[config.mk]
export PLATFORM = sky130hd
export DESIGN_NAME = jesd_deterministic_latency_ctrl
export DESIGN_NICKNAME = d
export VERILOG_FILES = /design/src/hw/jdl_pkg.sv /design/src/hw/lmfc_if.sv /design/src/hw/link_release_timer.sv /design/src/hw/sync_irq_pair.sv /design/src/hw/jesd_deterministic_latency_ctrl.sv
export VERILOG_INCLUDE_DIRS = /design/src /design/src/hw
export SDC_FILE = /design/constraint.sdc
export NUM_CORES = 1
export LEC_CHECK = 0
export BUFFER_PORTS_ARGS = -buffer_cell sky130_fd_sc_hd__buf_2
export CAP_MARGIN = 20
export CORE_AREA = 3 3 100 173
export CTS_BUF_LIST = sky130_fd_sc_hd__clkbuf_4
export CTS_CLUSTER_DIAMETER = 30
export DETAILED_ROUTE_END_ITERATION = 8
export DIE_AREA = 0 0 103 176
export PLACE_DENSITY = 0.73
export SETUP_SLACK_MARGIN = 0.02
export SKIP_CTS_REPAIR_TIMING = 1
export SLEW_MARGIN = 15
export SYNTH_ARGS = -nofsm -noshare
export SYNTH_HDL_FRONTEND = slang
export SYNTH_SLANG_ARGS = --single-unit
[constraint.sdc]
create_clock -name ref_clk_in -period 17 [get_ports ref_clk_in]
set_input_delay 3.4 -clock ref_clk_in [delete_from_list [all_inputs] [get_ports ref_clk_in]]
set_output_delay 3.4 -clock ref_clk_in [all_outputs]
set_load 0.01 [all_outputs]
[src/hw/jdl_cfg.svh]
// register offsets, field positions and reset values of the latency controller
`ifndef JDL_CFG_SVH
`define JDL_CFG_SVH
`define ADDR_IRQ_EN_A 12'h021
`define ADDR_IRQ_EN_B 12'h022
`define ADDR_IRQ_ST_A 12'h025
`define ADDR_IRQ_ST_B 12'h026
`define ADDR_SYNC_CTRL 12'h03a
`define ADDR_SYNC_FLAGS 12'h03b
`define ADDR_SUBCLASS 12'h301
`define ADDR_LAT_L0 12'h302
`define ADDR_LAT_L1 12'h303
`define ADDR_MFDEL_L0 12'h304
`define ADDR_MFDEL_L1 12'h305
`define ADDR_RBD_L0 12'h306
`define ADDR_RBD_L1 12'h307
`define ADDR_LINK_CFG 12'h458
`define ADDR_FRAMING 12'h0f0
`define FLD_LOCK 2'h3
`define FLD_ROTATE 2'h2
`define FLD_WLIM 2'h1
`define FLD_TRIP 2'h0
`define FLD_STICKY_CLR 3'h5
`define FLD_LINK_SUB_LSB 3'h5
`define SUBCLASS_MAX 3'h1
`define RBD_MAX 8'h0a
`define RST_SUBCLASS 3'h0
`define RST_LINK_CFG 8'h0f
`define RST_FRAMING 8'hf9
`define RST_MFDEL 8'h00
`define RST_RBD 8'h00
`define RST_IRQ_EN 4'h0
`endif

[src/hw/jdl_pkg.sv]
// shared types of the latency controller
package jdl_pkg;
   typedef enum logic [2:0] {
      REL_IDLE = 3'b001,
      REL_ARMED = 3'b010,
      REL_READ = 3'b100
   } release_state_type;
   typedef logic [3:0] sync_flags_type;
endpackage : jdl_pkg

[src/hw/lmfc_if.sv]
// carrier between the controller and one link's release timer
interface lmfc_if;
   logic lmfc_edge;
   logic ilas_done;
   logic lanes_arrived;
   logic active;
   logic [3:0] rx_buffer_release_delay;
   logic [5:0] mf_len;
   logic [5:0] latency;
   logic release_en;
   modport ctrl (output lmfc_edge, ilas_done, lanes_arrived, active, rx_buffer_release_delay, mf_len,
      input latency, release_en);
   modport link (input lmfc_edge, ilas_done, lanes_arrived, active, rx_buffer_release_delay, mf_len,
      output latency, release_en);
endinterface : lmfc_if

[src/hw/link_release_timer.sv]
// per-link latency counter, latency capture and receive buffer release
module link_release_timer
   import jdl_pkg::*;
(
   input wire logic ref_clk_in, // parallel clock
   input wire logic nrst_in, // async reset, active low
   lmfc_if.link lk // controller side
);
   logic [5:0] cnt;
   logic [5:0] next_cnt;
   logic [5:0] latency;
   logic [5:0] next_latency;
   release_state_type state;
   release_state_type next_state;
   logic [3:0] rel_cnt;
   logic [3:0] next_rel_cnt;
   logic rel_run;
   logic next_rel_run;
   logic rel_due;

   always_comb begin
      next_cnt = 6'h00;
      if (!lk.lmfc_edge && (cnt + 6'h01 != lk.mf_len)) begin
         next_cnt = cnt + 6'h01;
      end
      next_latency = latency;
      if (lk.ilas_done) begin
         next_latency = next_cnt;
      end
      // release delay may exceed the multiframe, so it keeps its own count
      next_rel_run = rel_run || lk.lmfc_edge;
      next_rel_cnt = rel_run ? rel_cnt + 4'h1 : 4'h0;
      rel_due = next_rel_run && (next_rel_cnt == lk.rx_buffer_release_delay);
      next_state = state;
      unique case (state)
         REL_IDLE: begin
            if (lk.active && lk.lanes_arrived) begin
               next_state = REL_ARMED;
            end
         end
         REL_ARMED: begin
            if (rel_due) begin
               next_state = REL_READ;
            end
         end
         REL_READ: begin
            next_state = REL_READ;
         end
         default: begin
            next_state = REL_IDLE;
         end
      endcase
      if (!lk.active) begin
         next_state = REL_IDLE;
      end
      if (next_state != REL_ARMED) begin
         next_rel_run = 1'b0;
         next_rel_cnt = 4'h0;
      end
   end

   always_ff @(posedge ref_clk_in or negedge nrst_in) begin
      if (!nrst_in) begin
         cnt <= 6'h00;
         latency <= 6'h00;
         state <= REL_IDLE;
         rel_cnt <= 4'h0;
         rel_run <= 1'b0;
      end else begin
         cnt <= next_cnt;
         latency <= next_latency;
         state <= next_state;
         rel_cnt <= next_rel_cnt;
         rel_run <= next_rel_run;
      end
   end

   assign lk.latency = latency;
   assign lk.release_en = (state == REL_READ);

   property p_release_at_rbd;
      @(posedge ref_clk_in) disable iff (!nrst_in)
      (state == REL_ARMED && lk.active && rel_run && rel_cnt + 4'h1 == lk.rx_buffer_release_delay) |=> lk.release_en;
   endproperty
   a_release_at_rbd: assert property (p_release_at_rbd) else $error("release missed");
   property p_latency_capture;
      @(posedge ref_clk_in) disable iff (!nrst_in)
      lk.ilas_done |=> (latency == cnt);
   endproperty
   a_latency_capture: assert property (p_latency_capture) else $error("bad latency");
   property p_wrap;
      @(posedge ref_clk_in) disable iff (!nrst_in)
      (lk.mf_len != 6'h00) |-> (cnt < lk.mf_len);
   endproperty
   a_wrap: assert property (p_wrap) else $error("latency count past multiframe");
endmodule : link_release_timer

[src/hw/sync_irq_pair.sv]
// sync status flags, event enables and pending status of one DAC pair
`include "jdl_cfg.svh"
module sync_irq_pair
   import jdl_pkg::*;
(
   input wire logic ref_clk_in, // parallel clock
   input wire logic nrst_in, // async reset, active low
   input wire logic check_in, // phase check done, pulse
   input wire logic aligned_in, // phase aligned at check
   input wire logic rotated_in, // clock rotation done, pulse
   input wire logic wlim_in, // error beyond window at check
   input wire logic sticky_clr_in, // clear sticky flags, pulse
   input wire logic en_wr_in, // enable register write
   input wire logic st_wr_in, // status register write
   input wire logic [3:0] wdata_in, // write data
   output sync_flags_type flags_out, // lock, rotate, wlim, trip
   output logic [3:0] enable_out, // event enables
   output logic [3:0] status_out, // pending events
   output logic irq_out // any enabled event pending
);
   sync_flags_type flags;
   sync_flags_type next_flags;
   sync_flags_type events;
   logic [3:0] enable;
   logic [3:0] next_enable;
   logic [3:0] status;
   logic [3:0] next_status;

   always_comb begin
      events = '0;
      events[`FLD_LOCK] = check_in && aligned_in;
      events[`FLD_ROTATE] = rotated_in;
      events[`FLD_WLIM] = check_in && wlim_in;
      events[`FLD_TRIP] = check_in;
      next_flags = flags;
      if (sticky_clr_in) begin
         next_flags[`FLD_ROTATE] = 1'b0;
         next_flags[`FLD_TRIP] = 1'b0;
      end
      next_flags[`FLD_ROTATE] = next_flags[`FLD_ROTATE] | rotated_in;
      next_flags[`FLD_TRIP] = next_flags[`FLD_TRIP] | check_in;
      if (check_in) begin
         next_flags[`FLD_LOCK] = aligned_in;
         next_flags[`FLD_WLIM] = wlim_in;
      end
      next_enable = en_wr_in ? wdata_in : enable;
      // a new event beats a clear in the same cycle
      next_status = (st_wr_in ? (status & ~wdata_in) : status) | (events & enable);
   end

   always_ff @(posedge ref_clk_in or negedge nrst_in) begin
      if (!nrst_in) begin
         flags <= '0;
         enable <= `RST_IRQ_EN;
         status <= 4'h0;
      end else begin
         flags <= next_flags;
         enable <= next_enable;
         status <= next_status;
      end
   end

   assign flags_out = flags;
   assign enable_out = enable;
   assign status_out = status;
   assign irq_out = |(status & enable);

   property p_rotate_sticky;
      @(posedge ref_clk_in) disable iff (!nrst_in)
      (flags[`FLD_ROTATE] && !sticky_clr_in) |=> flags[`FLD_ROTATE];
   endproperty
   a_rotate_sticky: assert property (p_rotate_sticky) else $error("rotate lost");
   property p_lock_update;
      @(posedge ref_clk_in) disable iff (!nrst_in)
      check_in |=> (flags[`FLD_LOCK] == $past(aligned_in)) && (flags[`FLD_WLIM] == $past(wlim_in));
   endproperty
   a_lock_update: assert property (p_lock_update) else $error("lock not updated");
   property p_trip_clear;
      @(posedge ref_clk_in) disable iff (!nrst_in)
      (st_wr_in && wdata_in[0] && !check_in) |=> !status[0] ##1 (irq_out == |(status & enable));
   endproperty
   a_trip_clear: assert property (p_trip_clear) else $error("status not cleared");
   property p_irq_pending;
      @(posedge ref_clk_in) disable iff (!nrst_in)
      (check_in && enable[`FLD_TRIP]) |=> irq_out;
   endproperty
   a_irq_pending: assert property (p_irq_pending) else $error("irq missing");
endmodule : sync_irq_pair

[src/hw/jesd_deterministic_latency_ctrl.sv]
// receive deterministic-latency control: local multiframe clocks, release, sync irq
`include "jdl_cfg.svh"

// Operation
// - the four sync status flags are interrupt event sources
// - pair A: enable register bits 3:0, status register bits 3:0 cleared by write
// - pair B: its own enable and status/clear registers, same behaviour
// - only subclass 0 and 1; global field and per-link field both written
// - subclass 0 ignores the sysref input entirely
// - all lanes in one multiframe period; both DAC pairs share one phase
// - subclass 0 with one octet per frame: no error reporting on sync request
// - subclass 1 aligns the multiframe phase to the sysref edge
// - all lanes of a link are read in the same multiframe period
// - each link has a local multiframe clock delayed from the aligned one
// - the variation setting is the receive buffer release delay
// - release delay accepts 0 to 10 parallel-clock cycles
// - per-link readback of cycles from local edge to first data
// - latency readback wraps at the multiframe length in parallel clocks
// - parallel clock is the lane byte rate divided by four
// - rotate and trip flags are sticky until the sticky clear bit is written
// - lock and window flags update on every phase check
module jesd_deterministic_latency_ctrl
   import jdl_pkg::*;
(
   input wire logic ref_clk_in, // parallel clock, 10 MHz
   input wire logic nrst_in, // async reset, active low
   input wire logic [11:0] addr_in, // register address
   input wire logic [7:0] wdata_in, // register write data
   input wire logic wr_in, // write strobe
   input wire logic rd_in, // read strobe
   output logic [7:0] rdata_out, // read data, cycle after rd_in
   input wire logic sysref_in, // sysref pin, asynchronous
   input wire logic [1:0] sync_check_in, // per pair phase check pulse
   input wire logic [1:0] sync_aligned_in, // per pair aligned at check
   input wire logic [1:0] sync_rotated_in, // per pair rotation pulse
   input wire logic [1:0] sync_wlim_in, // per pair error beyond window
   input wire logic [1:0] ilas_done_in, // per link ILAS to data transition
   input wire logic [1:0] lanes_arrived_in, // per link all lanes hold data
   input wire logic [1:0] link_active_in, // per link link is up
   input wire logic [1:0] sync_err_in, // per link lane error request
   output logic [1:0] sync_err_out, // per link error on sync request
   output logic [1:0] buf_read_en_out, // per link receive buffer read
   output logic [1:0] lmfc_edge_out, // per link local multiframe edge
   output logic irq_out // sync event interrupt
);
   logic [2:0] sub_global;
   logic [2:0] next_sub_global;
   logic [7:0] link_cfg;
   logic [7:0] next_link_cfg;
   logic [7:0] framing;
   logic [7:0] next_framing;
   logic [7:0] mf_delay [2];
   logic [7:0] next_mf_delay [2];
   logic [7:0] rx_buffer_release_delay [2];
   logic [7:0] next_rbd [2];
   logic [7:0] rdata;
   logic [7:0] next_rdata;
   logic sticky_clr;
   logic [1:0] en_wr;
   logic [1:0] st_wr;
   logic sysref_meta;
   logic sysref_sync;
   logic sysref_prev;
   logic [5:0] fr_phase;
   logic [5:0] next_fr_phase;
   logic [1:0] hit;
   logic [1:0] next_edge_q;
   logic [1:0] edge_q;
   logic [1:0] next_err;
   logic [1:0] err_q;
   logic [2:0] octets;
   logic [2:0] fpp;
   logic [5:0] k_len;
   logic [5:0] mf_len;
   logic sc1;
   logic sysref_edge;
   logic gate_err;
   sync_flags_type flags [2];
   logic [3:0] enable [2];
   logic [3:0] status [2];
   logic [1:0] irq;
   // declared ahead of the read mux that reads the latency
   lmfc_if lif [2] ();

   // four octets per lane per parallel clock, so 4/F frames
   function automatic logic [2:0] frames_per_pclk(input logic [2:0] f);
      logic [2:0] r;
      r = 3'h1;
      if (f == 3'h1) begin
         r = 3'h4;
      end else if (f == 3'h2) begin
         r = 3'h2;
      end
      return r;
   endfunction : frames_per_pclk

   function automatic logic [5:0] phase_step(input logic [5:0] ph, input logic [2:0] step,
      input logic [5:0] k);
      logic [6:0] s;
      s = {1'b0, ph} + {4'h0, step};
      if (s >= {1'b0, k}) begin
         s = s - {1'b0, k};
      end
      return s[5:0];
   endfunction : phase_step

   // local edge falls in the first pclk whose frame span starts at or after the delayed phase
   function automatic logic lmfc_hit(input logic [5:0] ph, input logic [4:0] d,
      input logic [5:0] k, input logic [2:0] step);
      logic [6:0] t;
      t = {1'b0, ph} + {1'b0, k} - {2'h0, d};
      if (t >= {1'b0, k}) begin
         t = t - {1'b0, k};
      end
      return t < {4'h0, step};
   endfunction : lmfc_hit

   function automatic logic [3:0] clamp_rbd(input logic [7:0] v);
      logic [7:0] c;
      c = (v > `RBD_MAX) ? `RBD_MAX : v;
      return c[3:0];
   endfunction : clamp_rbd

   // framing decode: F in [2:0], K-1 in [7:3]
   always_comb begin
      logic [8:0] prod;
      prod = 9'h000;
      octets = framing[2:0];
      fpp = frames_per_pclk(octets);
      k_len = {1'b0, framing[7:3]} + 6'h01;
      prod = {3'h0, k_len} * {6'h00, octets};
      mf_len = prod[7:2];
      sc1 = (sub_global == `SUBCLASS_MAX);
      gate_err = (sub_global == 3'h0) && (octets == 3'h1);
      sysref_edge = sysref_sync && !sysref_prev;
   end

   // register writes and read mux
   always_comb begin
      next_sub_global = sub_global;
      next_link_cfg = link_cfg;
      next_framing = framing;
      next_mf_delay = mf_delay;
      next_rbd = rx_buffer_release_delay;
      sticky_clr = 1'b0;
      en_wr = 2'b00;
      st_wr = 2'b00;
      next_rdata = 8'h00;
      if (wr_in) begin
         case (addr_in)
            `ADDR_IRQ_EN_A: en_wr[0] = 1'b1;
            `ADDR_IRQ_EN_B: en_wr[1] = 1'b1;
            `ADDR_IRQ_ST_A: st_wr[0] = 1'b1;
            `ADDR_IRQ_ST_B: st_wr[1] = 1'b1;
            `ADDR_SYNC_CTRL: sticky_clr = wdata_in[`FLD_STICKY_CLR];
            `ADDR_SUBCLASS: begin
               // an unsupported subclass keeps the old value
               if (wdata_in[2:0] <= `SUBCLASS_MAX) begin
                  next_sub_global = wdata_in[2:0];
               end
            end
            `ADDR_LINK_CFG: begin
               next_link_cfg[4:0] = wdata_in[4:0];
               if (wdata_in[7:5] <= `SUBCLASS_MAX) begin
                  next_link_cfg[7:5] = wdata_in[7:5];
               end
            end
            `ADDR_MFDEL_L0: next_mf_delay[0] = wdata_in;
            `ADDR_MFDEL_L1: next_mf_delay[1] = wdata_in;
            `ADDR_RBD_L0: next_rbd[0] = wdata_in;
            `ADDR_RBD_L1: next_rbd[1] = wdata_in;
            `ADDR_FRAMING: next_framing = wdata_in;
            default: begin
            end
         endcase
      end
      if (rd_in) begin
         case (addr_in)
            `ADDR_IRQ_EN_A: next_rdata = {4'h0, enable[0]};
            `ADDR_IRQ_EN_B: next_rdata = {4'h0, enable[1]};
            `ADDR_IRQ_ST_A: next_rdata = {4'h0, status[0]};
            `ADDR_IRQ_ST_B: next_rdata = {4'h0, status[1]};
            `ADDR_SYNC_FLAGS: next_rdata = {flags[1], flags[0]};
            `ADDR_SUBCLASS: next_rdata = {5'h00, sub_global};
            `ADDR_LAT_L0: next_rdata = {2'h0, lif[0].latency};
            `ADDR_LAT_L1: next_rdata = {2'h0, lif[1].latency};
            `ADDR_MFDEL_L0: next_rdata = mf_delay[0];
            `ADDR_MFDEL_L1: next_rdata = mf_delay[1];
            `ADDR_RBD_L0: next_rdata = rx_buffer_release_delay[0];
            `ADDR_RBD_L1: next_rdata = rx_buffer_release_delay[1];
            `ADDR_LINK_CFG: next_rdata = link_cfg;
            `ADDR_FRAMING: next_rdata = framing;
            default: next_rdata = 8'h00;
         endcase
      end
   end

   always_ff @(posedge ref_clk_in or negedge nrst_in) begin
      if (!nrst_in) begin
         sub_global <= `RST_SUBCLASS;
         link_cfg <= `RST_LINK_CFG;
         framing <= `RST_FRAMING;
         mf_delay[0] <= `RST_MFDEL;
         mf_delay[1] <= `RST_MFDEL;
         rx_buffer_release_delay[0] <= `RST_RBD;
         rx_buffer_release_delay[1] <= `RST_RBD;
         rdata <= 8'h00;
      end else begin
         sub_global <= next_sub_global;
         link_cfg <= next_link_cfg;
         framing <= next_framing;
         mf_delay <= next_mf_delay;
         rx_buffer_release_delay <= next_rbd;
         rdata <= next_rdata;
      end
   end

   // sysref synchroniser; the edge is taken from the second and third stages
   always_ff @(posedge ref_clk_in or negedge nrst_in) begin
      if (!nrst_in) begin
         sysref_meta <= 1'b0;
         sysref_sync <= 1'b0;
         sysref_prev <= 1'b0;
      end else begin
         sysref_meta <= sysref_in;
         sysref_sync <= sysref_meta;
         sysref_prev <= sysref_sync;
      end
   end

   // one phase counter for both pairs and links keeps them mutually aligned
   always_comb begin
      next_fr_phase = phase_step(fr_phase, fpp, k_len);
      if (sc1 && sysref_edge) begin
         next_fr_phase = 6'h00;
      end
      for (int i = 0; i < 2; i++) begin
         hit[i] = lmfc_hit(fr_phase, mf_delay[i][4:0], k_len, fpp);
      end
      next_edge_q = hit;
      next_err = sync_err_in & {2{!gate_err}};
   end

   always_ff @(posedge ref_clk_in or negedge nrst_in) begin
      if (!nrst_in) begin
         fr_phase <= 6'h00;
         edge_q <= 2'b00;
         err_q <= 2'b00;
      end else begin
         fr_phase <= next_fr_phase;
         edge_q <= next_edge_q;
         err_q <= next_err;
      end
   end

   for (genvar g = 0; g < 2; g++) begin : g_link
      assign lif[g].lmfc_edge = hit[g];
      assign lif[g].ilas_done = ilas_done_in[g];
      assign lif[g].lanes_arrived = lanes_arrived_in[g];
      assign lif[g].active = link_active_in[g];
      assign lif[g].rx_buffer_release_delay = clamp_rbd(rx_buffer_release_delay[g]);
      assign lif[g].mf_len = mf_len;
      assign buf_read_en_out[g] = lif[g].release_en;

      link_release_timer u_link (
         .ref_clk_in(ref_clk_in),
         .nrst_in(nrst_in),
         .lk(lif[g])
      );

      sync_irq_pair u_pair (
         .ref_clk_in(ref_clk_in),
         .nrst_in(nrst_in),
         .check_in(sync_check_in[g]),
         .aligned_in(sync_aligned_in[g]),
         .rotated_in(sync_rotated_in[g]),
         .wlim_in(sync_wlim_in[g]),
         .sticky_clr_in(sticky_clr),
         .en_wr_in(en_wr[g]),
         .st_wr_in(st_wr[g]),
         .wdata_in(wdata_in[3:0]),
         .flags_out(flags[g]),
         .enable_out(enable[g]),
         .status_out(status[g]),
         .irq_out(irq[g])
      );
   end

   assign rdata_out = rdata;
   assign sync_err_out = err_q;
   assign lmfc_edge_out = edge_q;
   assign irq_out = |irq;

   property p_subclass_legal;
      @(posedge ref_clk_in) disable iff (!nrst_in)
      (sub_global <= `SUBCLASS_MAX) && (link_cfg[7:5] <= `SUBCLASS_MAX);
   endproperty
   a_subclass_legal: assert property (p_subclass_legal) else $error("bad subclass");
   property p_sc0_free_run;
      @(posedge ref_clk_in) disable iff (!nrst_in)
      (nrst_in && sub_global == 3'h0 && !wr_in) |=>
         (fr_phase == phase_step($past(fr_phase), fpp, k_len));
   endproperty
   a_sc0_free_run: assert property (p_sc0_free_run) else $error("sysref acted in sc0");
   property p_sc1_align;
      @(posedge ref_clk_in) disable iff (!nrst_in)
      (sc1 && sysref_edge) |=> (fr_phase == 6'h00);
   endproperty
   a_sc1_align: assert property (p_sc1_align) else $error("sysref not aligned");
   property p_err_gate;
      @(posedge ref_clk_in) disable iff (!nrst_in)
      (gate_err && !wr_in) |=> (sync_err_out == 2'b00);
   endproperty
   a_err_gate: assert property (p_err_gate) else $error("error reported in sc0 F1");
   property p_err_pass;
      @(posedge ref_clk_in) disable iff (!nrst_in)
      (!gate_err && !wr_in) |=> (sync_err_out == $past(sync_err_in));
   endproperty
   a_err_pass: assert property (p_err_pass) else $error("sync error dropped");
   property p_rbd_clamped;
      @(posedge ref_clk_in) disable iff (!nrst_in)
      (lif[0].rx_buffer_release_delay <= `RBD_MAX) && (lif[1].rx_buffer_release_delay <= `RBD_MAX);
   endproperty
   a_rbd_clamped: assert property (p_rbd_clamped) else $error("release delay above ten");
   property p_read_answer;
      @(posedge ref_clk_in) disable iff (!nrst_in)
      (rd_in && addr_in == `ADDR_RBD_L0 && !wr_in) |=> (rdata_out == rx_buffer_release_delay[0]);
   endproperty
   a_read_answer: assert property (p_read_answer) else $error("read data wrong");
endmodule : jesd_deterministic_latency_ctrl

==> results of run 1 <==
## placed cells by master, fill, tap and decap left out, types with 18 or more instances in the layout
cell,instances
a21oi_1,33
buf_2,55
clkbuf_4,18
dfrtp_1,124
ha_1,52
inv_1,51
mux2_2,61
nand2_1,54
nand3_1,41
nor2_1,63
nor2b_1,23
o21ai_0,30
xnor2_1,29
xor2_1,20
## synthesized netlist by cell type (all sizes together) (5+ instances only)
| cell type | count | area (um^2) |
|---|---|---|
| nor2 | 63 | 236 |
| nand2b | 16 | 100 |
| mux2i | 8 | 80.1 |
| nor2b | 24 | 158 |
| a22oi | 12 | 90.1 |
| o22ai | 12 | 100 |
| inv | 51 | 191 |
| dfstp | 12 | 315 |
| dfrtp | 124 | 3100 |
| xor2 | 20 | 175 |
| nand3b | 7 | 52.6 |
| and3 | 10 | 62.6 |
| a22o | 10 | 87.6 |
| nand2 | 54 | 203 |
| o21a | 13 | 97.6 |
| a221oi | 7 | 61.3 |
| a21oi | 34 | 174 |
| clkbuf | 16 | 61.3 |
| a222oi | 9 | 90.1 |
| nor4 | 5 | 31.3 |
| o21ai | 30 | 150 |
| ha | 52 | 651 |
| o32ai | 6 | 60.1 |
| nor3 | 18 | 115 |
| a21o | 16 | 120 |
| nand3 | 41 | 205 |
| xnor2 | 29 | 254 |
| and2 | 18 | 115 |
| fa | 12 | 240 |
| mux2 | 61 | 687 |
| nand4 | 10 | 62.6 |
| a211oi | 6 | 45.0 |
| buf | 9 | 68.8 |
| or2 | 5 | 31.3 |
| a32o | 5 | 50.1 |
## worst paths after layout
path,slack [ns],startpoint,depth (start not counted),endpoint
min,0.36,sysref_meta,0,sysref_sync
max,10.06,framing[3],24,g_link[0].u_link.lk.latency[5]
max in group asynchronous,12.86,nrst_in,2,mf_delay[8]
max reg2reg,10.06,framing[3],24,g_link[0].u_link.lk.latency[5]
min in group asynchronous,2.82,nrst_in,1,g_link[1].u_link.state[1]
min reg2reg,0.36,sysref_meta,0,sysref_sync
## layout make-up
cell class / count / area share [%]
Clock inverter: 15 / 2.07
Tap cell: 189 / 2.45
Multi-Input combinational cell: 672 / 53.5
Inverter: 51 / 1.98
Timing Repair Buffer: 60 / 3.28
Clock buffer: 17 / 1.32
Sequential cell: 136 / 35.4
Antenna cell: 1 / 0.0259
## sequential cells by signal, summed over array words and instances, names as in the netlist
name	count
framing	8
g_link.u_pair.status_out	8
g_link.u_link.rel_cnt	8
sysref_sync	1
sync_err_out	2
rdata_out	8
sysref_meta	1
sysref_prev	1
mf_delay	16
g_link.u_link.state	6
g_link.u_link.rel_run	2
rx_buffer_release_delay	16
lmfc_edge_out	2
g_link.u_link.lk.latency	12
link_cfg	8
g_link.u_pair.flags_out	8
g_link.u_pair.enable_out	8
g_link.u_link.cnt	12
fr_phase	6
sub_global	3
## power breakdown
| part | switching, mW | internal [mW] | leakage [nW] |
|---|---|---|---|
| combinational | 0.572 | 0.414 | 2.47 |
| sequential | 0.0350 | 0.363 | 1.78 |
| clock | 0.153 | 0.0846 | 0.174 |
## logic make-up (layout without fill, tap and decap cells)
logic type               Yosys count  after routing  synth area share (%)
AO/OA/AOI/OAI                    195            195                  16.2
XOR/XNOR                          49             49                  4.82
adder cells (fa/ha/maj)           64             64                  10.0
buffers and inverters             76            143                  3.61
flip-flops                       136            136                  38.4
multiplexers                      72             72                  9.38
other                              0              1                     0
AND/OR/NAND/NOR                  292            292                  17.5
## routing by layer
layer / up-vias / track usage (%)
met5: - / 0
met4: 0 / 17.3
met3: 86 / 4.23
met2: 262 / 48.5
met1: 3519 / 30.8
li1: 3355 / -
## stage by stage
stage	area (um^2)	worst slack [ns]	hold slack, ns	total power, mW	util, %
floorplan	8900	11.27	0.331	1.19	-
CTS	9640	10.04	0.362	1.62	60.1
detailed placement	9310	10.03	0.342	1.38	58.1
finish	9660	10.06	0.359	1.62	60.2
global placement	9310	10.23	0.334	1.37	58.1
global route	9660	9.46	0.374	1.76	60.2
==> flow_metrics.env, run 1 <==
export IMPL_endpoint_kind="flop"
export IMPL_power_density_nw_per_um2=168
export IMPL_row_count=61
export IMPL_start_kind="flop"
export IMPL_crit_family="compound AO/OA/AOI/OAI gates"
export IMPL_worstPathRequired_ns=17.42
export IMPL_cp_slowest_cell="and3_1"
export IMPL_maxCapViolations=0
export IMPL_start_util_pct=55.5
export IMPL_clock_fmax_ghz=0.144
export IMPL_syn_avg_cell_area_um2=10.1
export IMPL_synth_edf_count=0
export IMPL_grt_overflow_total=0
export IMPL_ys_seq_area_share_pct=38.4
export IMPL_hold_viol=0
export IMPL_multi_input_area_um2=5160
export IMPL_wl_met1_um=8640
export IMPL_drt_pass1_iterations=7
export IMPL_die_y_um=176
export IMPL_tightest_slew_ns=1.14
export IMPL_finalSetupViolations=0
export IMPL_regArea_um2=3420
export IMPL_synth_ff_type="dfrtp_1"
export IMPL_finalClockSkew_ns=0.0295
export IMPL_clock_latency_ns=0.56
export IMPL_grt_use_total_pct=27.8
export IMPL_drive_above_1_share_pct=21.0
export IMPL_yosys_warnings=0
export IMPL_worst_setup_path_type="flop to flop"
export IMPL_relSlewSlack_pct=23.1
export IMPL_htreeDepth=4
export IMPL_critPathMaxFanout=15
export IMPL_place_congestion=0.964
export IMPL_hold_path_class="flop to flop"
export IMPL_path_buf_inv=1
export IMPL_totalNegativeSetupSlack_ns=0
export IMPL_cts_sinks=136
export IMPL_wire_per_inst_um=21.1
export IMPL_routed_top_layer="met4"
export IMPL_die_area_um2=18100
export IMPL_ant_nets=0
export IMPL_slowest_delay_ns=0.82
export IMPL_clkTransAtPathRegs_ns=0.16
export IMPL_hpwl_um=18400
export IMPL_wl_um=24100
export IMPL_netlist_area_um2=8900
export IMPL_ys_types=79
export IMPL_num_fill_cells=1399
export IMPL_drv_slew=0
export IMPL_antenna_found_initial=1
export IMPL_clockBufferDepth=2
export IMPL_first_global_vias=7351
export IMPL_area_delta_synth_final_pct=8.54
export IMPL_cp_common_cell="ha_1"
export IMPL_dp_cells=1106
export IMPL_viasPerCell=6.33
export IMPL_cts_tree="done"
export IMPL_dr_wl_met3_um=1030
export IMPL_vias=7222
export IMPL_min_period_over_period_pct=40.8
export IMPL_cts_root_buf="clkbuf_4"
export IMPL_io_pins=56
export IMPL_ir_worst_vdd_mv=0.0875
export IMPL_grt_setup_unrepaired="false"
export IMPL_grt_first_pass_wirelength_um=38400
export IMPL_period_minus_slack_ns=6.94
export IMPL_drt_initial_drc_count=492
export IMPL_drc=0
export IMPL_status="finished, final reports clean"
export IMPL_grt_max_degree=70
export IMPL_power_leakage_nw=4.42
export IMPL_route_met2_wl_um=12700
export IMPL_worstPathCellList="ha_1 > nand3_1 > xor2_1 > inv_1 > ha_1 > o21a_1 > o31ai_1 > a21boi_0 > ha_1 > a21o_1 > a31oi_1 > xnor2_1 > ha_1 > o211ai_1 > o21ai_0 > nor2_1 > o21ai_0 > ha_1 > a221o_1 > a211oi_1 > nand3b_1 > o311ai_0 > and3_1 > o32ai_1"
export IMPL_synth_nets=989
export IMPL_core_area_um2=16000
export IMPL_critPathArrivalTime_ns=7.36
export IMPL_ys_seq_elements=136
export IMPL_die_w_um=103
export IMPL_nets=1043
export IMPL_port_buffers=55
export IMPL_synth_async_reset_ratio_pct=100
export IMPL_fin_cells=1141
export IMPL_cts_inserted_buffers=17
export IMPL_syn_inst=884
Note: power is estimated with default switching activity, not from simulation.
==> run 2, diff against run 1 <==
clock period = 6.8 ns   (was 17 ns; I/O delays follow)
==> run 2 against run 1 <==
- flip-flop and latch count stayed put
- critical path depth is 1 higher
- sequential share of layout area hardly changed
- global-route usage is 1.1 points lower
- combinational power grew to 2.5 times the previous value
- die area stayed put
- clock power is 140% higher
- count of clock-buffer cells in the layout is 1 higher
- register-to-register slack worse by 9.6 ns
- first-iteration DRC count is 8.9% higher
- highest routed layer unchanged
- power is 150% higher
==> flow_metrics.env, run 2 (same netlist as run 1, synthesis figures left out) <==
export IMPL_crit_family="compound AO/OA/AOI/OAI gates"
export IMPL_status="finished, final reports clean"
export IMPL_cp_slowest_cell="dfstp_2"
export IMPL_min_delay_start="sysref_meta"
export IMPL_grt_first_pass_wirelength_um=37100
export IMPL_dp_cells=1110
export IMPL_layout_commonest_cell="dfrtp_1"
export IMPL_cts_root_buf="clkbuf_4"
export IMPL_swShare_pct=45.4
export IMPL_hold_path_class="flop to flop"
export IMPL_port_buffers=55
export IMPL_hold_viol=0
export IMPL_grt_overflow_total=0
export IMPL_grt_busiest_layer="met2"
export IMPL_drt_initial_drc_count=536
export IMPL_setup_ws_ns=0.489
export IMPL_die_y_um=176
export IMPL_row_count=61
export IMPL_worstPathRequired_ns=7.23
export IMPL_power_density_nw_per_um2=417
export IMPL_place_congestion=1.00
export IMPL_totalNegativeSetupSlack_ns=0
export IMPL_r2r_start="framing[3]"
export IMPL_grt_max_degree=73
export IMPL_cts_inserted_buffers=17
export IMPL_maxCapViolations=0
export IMPL_critPathArrivalTime_ns=6.74
export IMPL_finalSetupViolations=0
export IMPL_grt_use_total_pct=26.7
export IMPL_hold_path_end="sysref_sync"
export IMPL_clockPowerShare_pct=14.1
export IMPL_finalClockSkew_ns=0.0258
export IMPL_min_period_over_period_pct=92.8
export IMPL_tightest_slew_ns=1.08
export IMPL_worst_setup_path_type="flop to flop"
export IMPL_critPathLaunch="framing[3]"
export IMPL_num_fill_cells=1372
export IMPL_multi_input_area_um2=5180
export IMPL_power_leakage_nw=4.41
export IMPL_drt_pass1_iterations=5
export IMPL_wl_um=23300
export IMPL_relSlewSlack_pct=27.9
export IMPL_endpoint_kind="flop"
export IMPL_critPathMaxFanout=13
export IMPL_io_pins=56
export IMPL_grt_util_met1_pct=30.2
export IMPL_grt_setup_unrepaired="false"
export IMPL_die_area_um2=18100
export IMPL_start_util_pct=55.5
export IMPL_power_frac_seq_pct=24.7
export IMPL_rr_worst_depth=25
export IMPL_antenna_found_initial=1
export IMPL_drc=0
export IMPL_fin_util_pct=60.3
export IMPL_ir_worst_vdd_mv=0.276
export IMPL_cts_tree="done"
export IMPL_pre_cts_ws_ns=0.406
export IMPL_wire_per_inst_um=20.4
export IMPL_hpwl_um=17800
export IMPL_viasPerCell=6.31
export IMPL_largestRegisters="mf_delay: 16 flops, rx_buffer_release_delay: 16 flops"
export IMPL_clock_latency_ns=0.54
export IMPL_drv_slew=0
export IMPL_cp_common_cell="ha_1"
export IMPL_p_int_mw=2.20
export IMPL_ant_nets=0
export IMPL_clock_fmax_ghz=0.158
export IMPL_clockBufferDepth=2
export IMPL_p_switching_mw=1.83
export IMPL_path_buf_inv=1
export IMPL_die_w_um=103
export IMPL_globalRouteMet3Util_pct=2.61
export IMPL_area_delta_synth_final_pct=8.61
export IMPL_power_frac_comb_pct=61.3
export IMPL_rrSetupSlack_ns=0.49
export IMPL_period_minus_slack_ns=6.31
export IMPL_nets=1045
export IMPL_start_kind="flop"
export IMPL_whs_path_depth=0
export IMPL_drive_above_1_share_pct=21.4
export IMPL_vias=7208
export IMPL_total_power_mw=4.03
export IMPL_htreeDepth=4
export IMPL_use_met2_pct=48.2
export IMPL_clkTransAtPathRegs_ns=0.14
export IMPL_cts_sinks=136
export IMPL_fin_cells=1143
export IMPL_mostFrequentLayoutCells="dfrtp_1, nor2_1, mux2_2, nand2_1, buf_2"
export IMPL_reg2reg_to="g_link[1].u_link.lk.latency[0]"
export IMPL_slowest_delay_ns=0.59
export IMPL_regArea_um2=3420
export IMPL_core_area_um2=16000
export IMPL_first_global_vias=7263
## run 2: cell count changes in the layout (fill, tap and decap cells not counted), moves of 2 or more
cell,delta
clkinv_8,-5
buf_4,+4
clkinv_4,+3
clkinvlp_4,+2
inv_6,-2
## run 2: final cells by class
class | instances | share of cell area, %
inverters | 51 | 1.98
clock buffers | 18 | 1.40
clock inverters | 14 | 1.71
flip-flops and latches | 136 | 35.4
multi-input cells | 672 | 53.6
well taps | 189 | 2.45
repair buffers | 62 | 3.46
diodes | 1 | 0.0259
## run 2: worst max path at each step
stage                                                 to  slack, ns  cells past startpoint
final                     g_link[1].u_link.lk.latency[0]       0.49                     25
after global routing      g_link[1].u_link.lk.latency[0]        0.1                     24
after CTS                      g_link[1].u_link.state[2]       0.38                     23
after detailed placement       g_link[1].u_link.state[2]       0.41                     23
after global placement         g_link[1].u_link.state[2]       0.56                     23
after floorplan           g_link[1].u_link.lk.latency[2]       1.07                     26
## run 2: metrics by stage
stage	hold slack, ns	cell area, um^2
6_report	0.354	9660
5_1_grt	0.372	9660
4_1_cts	0.355	9640
3_5_place_dp	0.336	9340
3_3_place_gp	0.334	9340
2_1_floorplan	0.331	8900
## run 2: metal layers
layer	wire, um	share of wire (%)	up-vias
li1	-	-	3364
met5	0	0	-
met2	12700	54	219
met3	846	3.6	78
met4	1220	5.3	0
met1	8580	37	3547
## run 2: power groups by stage
stage	combinational [mW]	sequential, mW	clock (mW)
floorplan	1.99	0.975	0
global placement	2.40	1.01	0
detailed placement	2.43	1.01	0
CTS	2.44	0.993	0.576
global route	2.74	1.01	0.609
finish	2.47	0.994	0.567
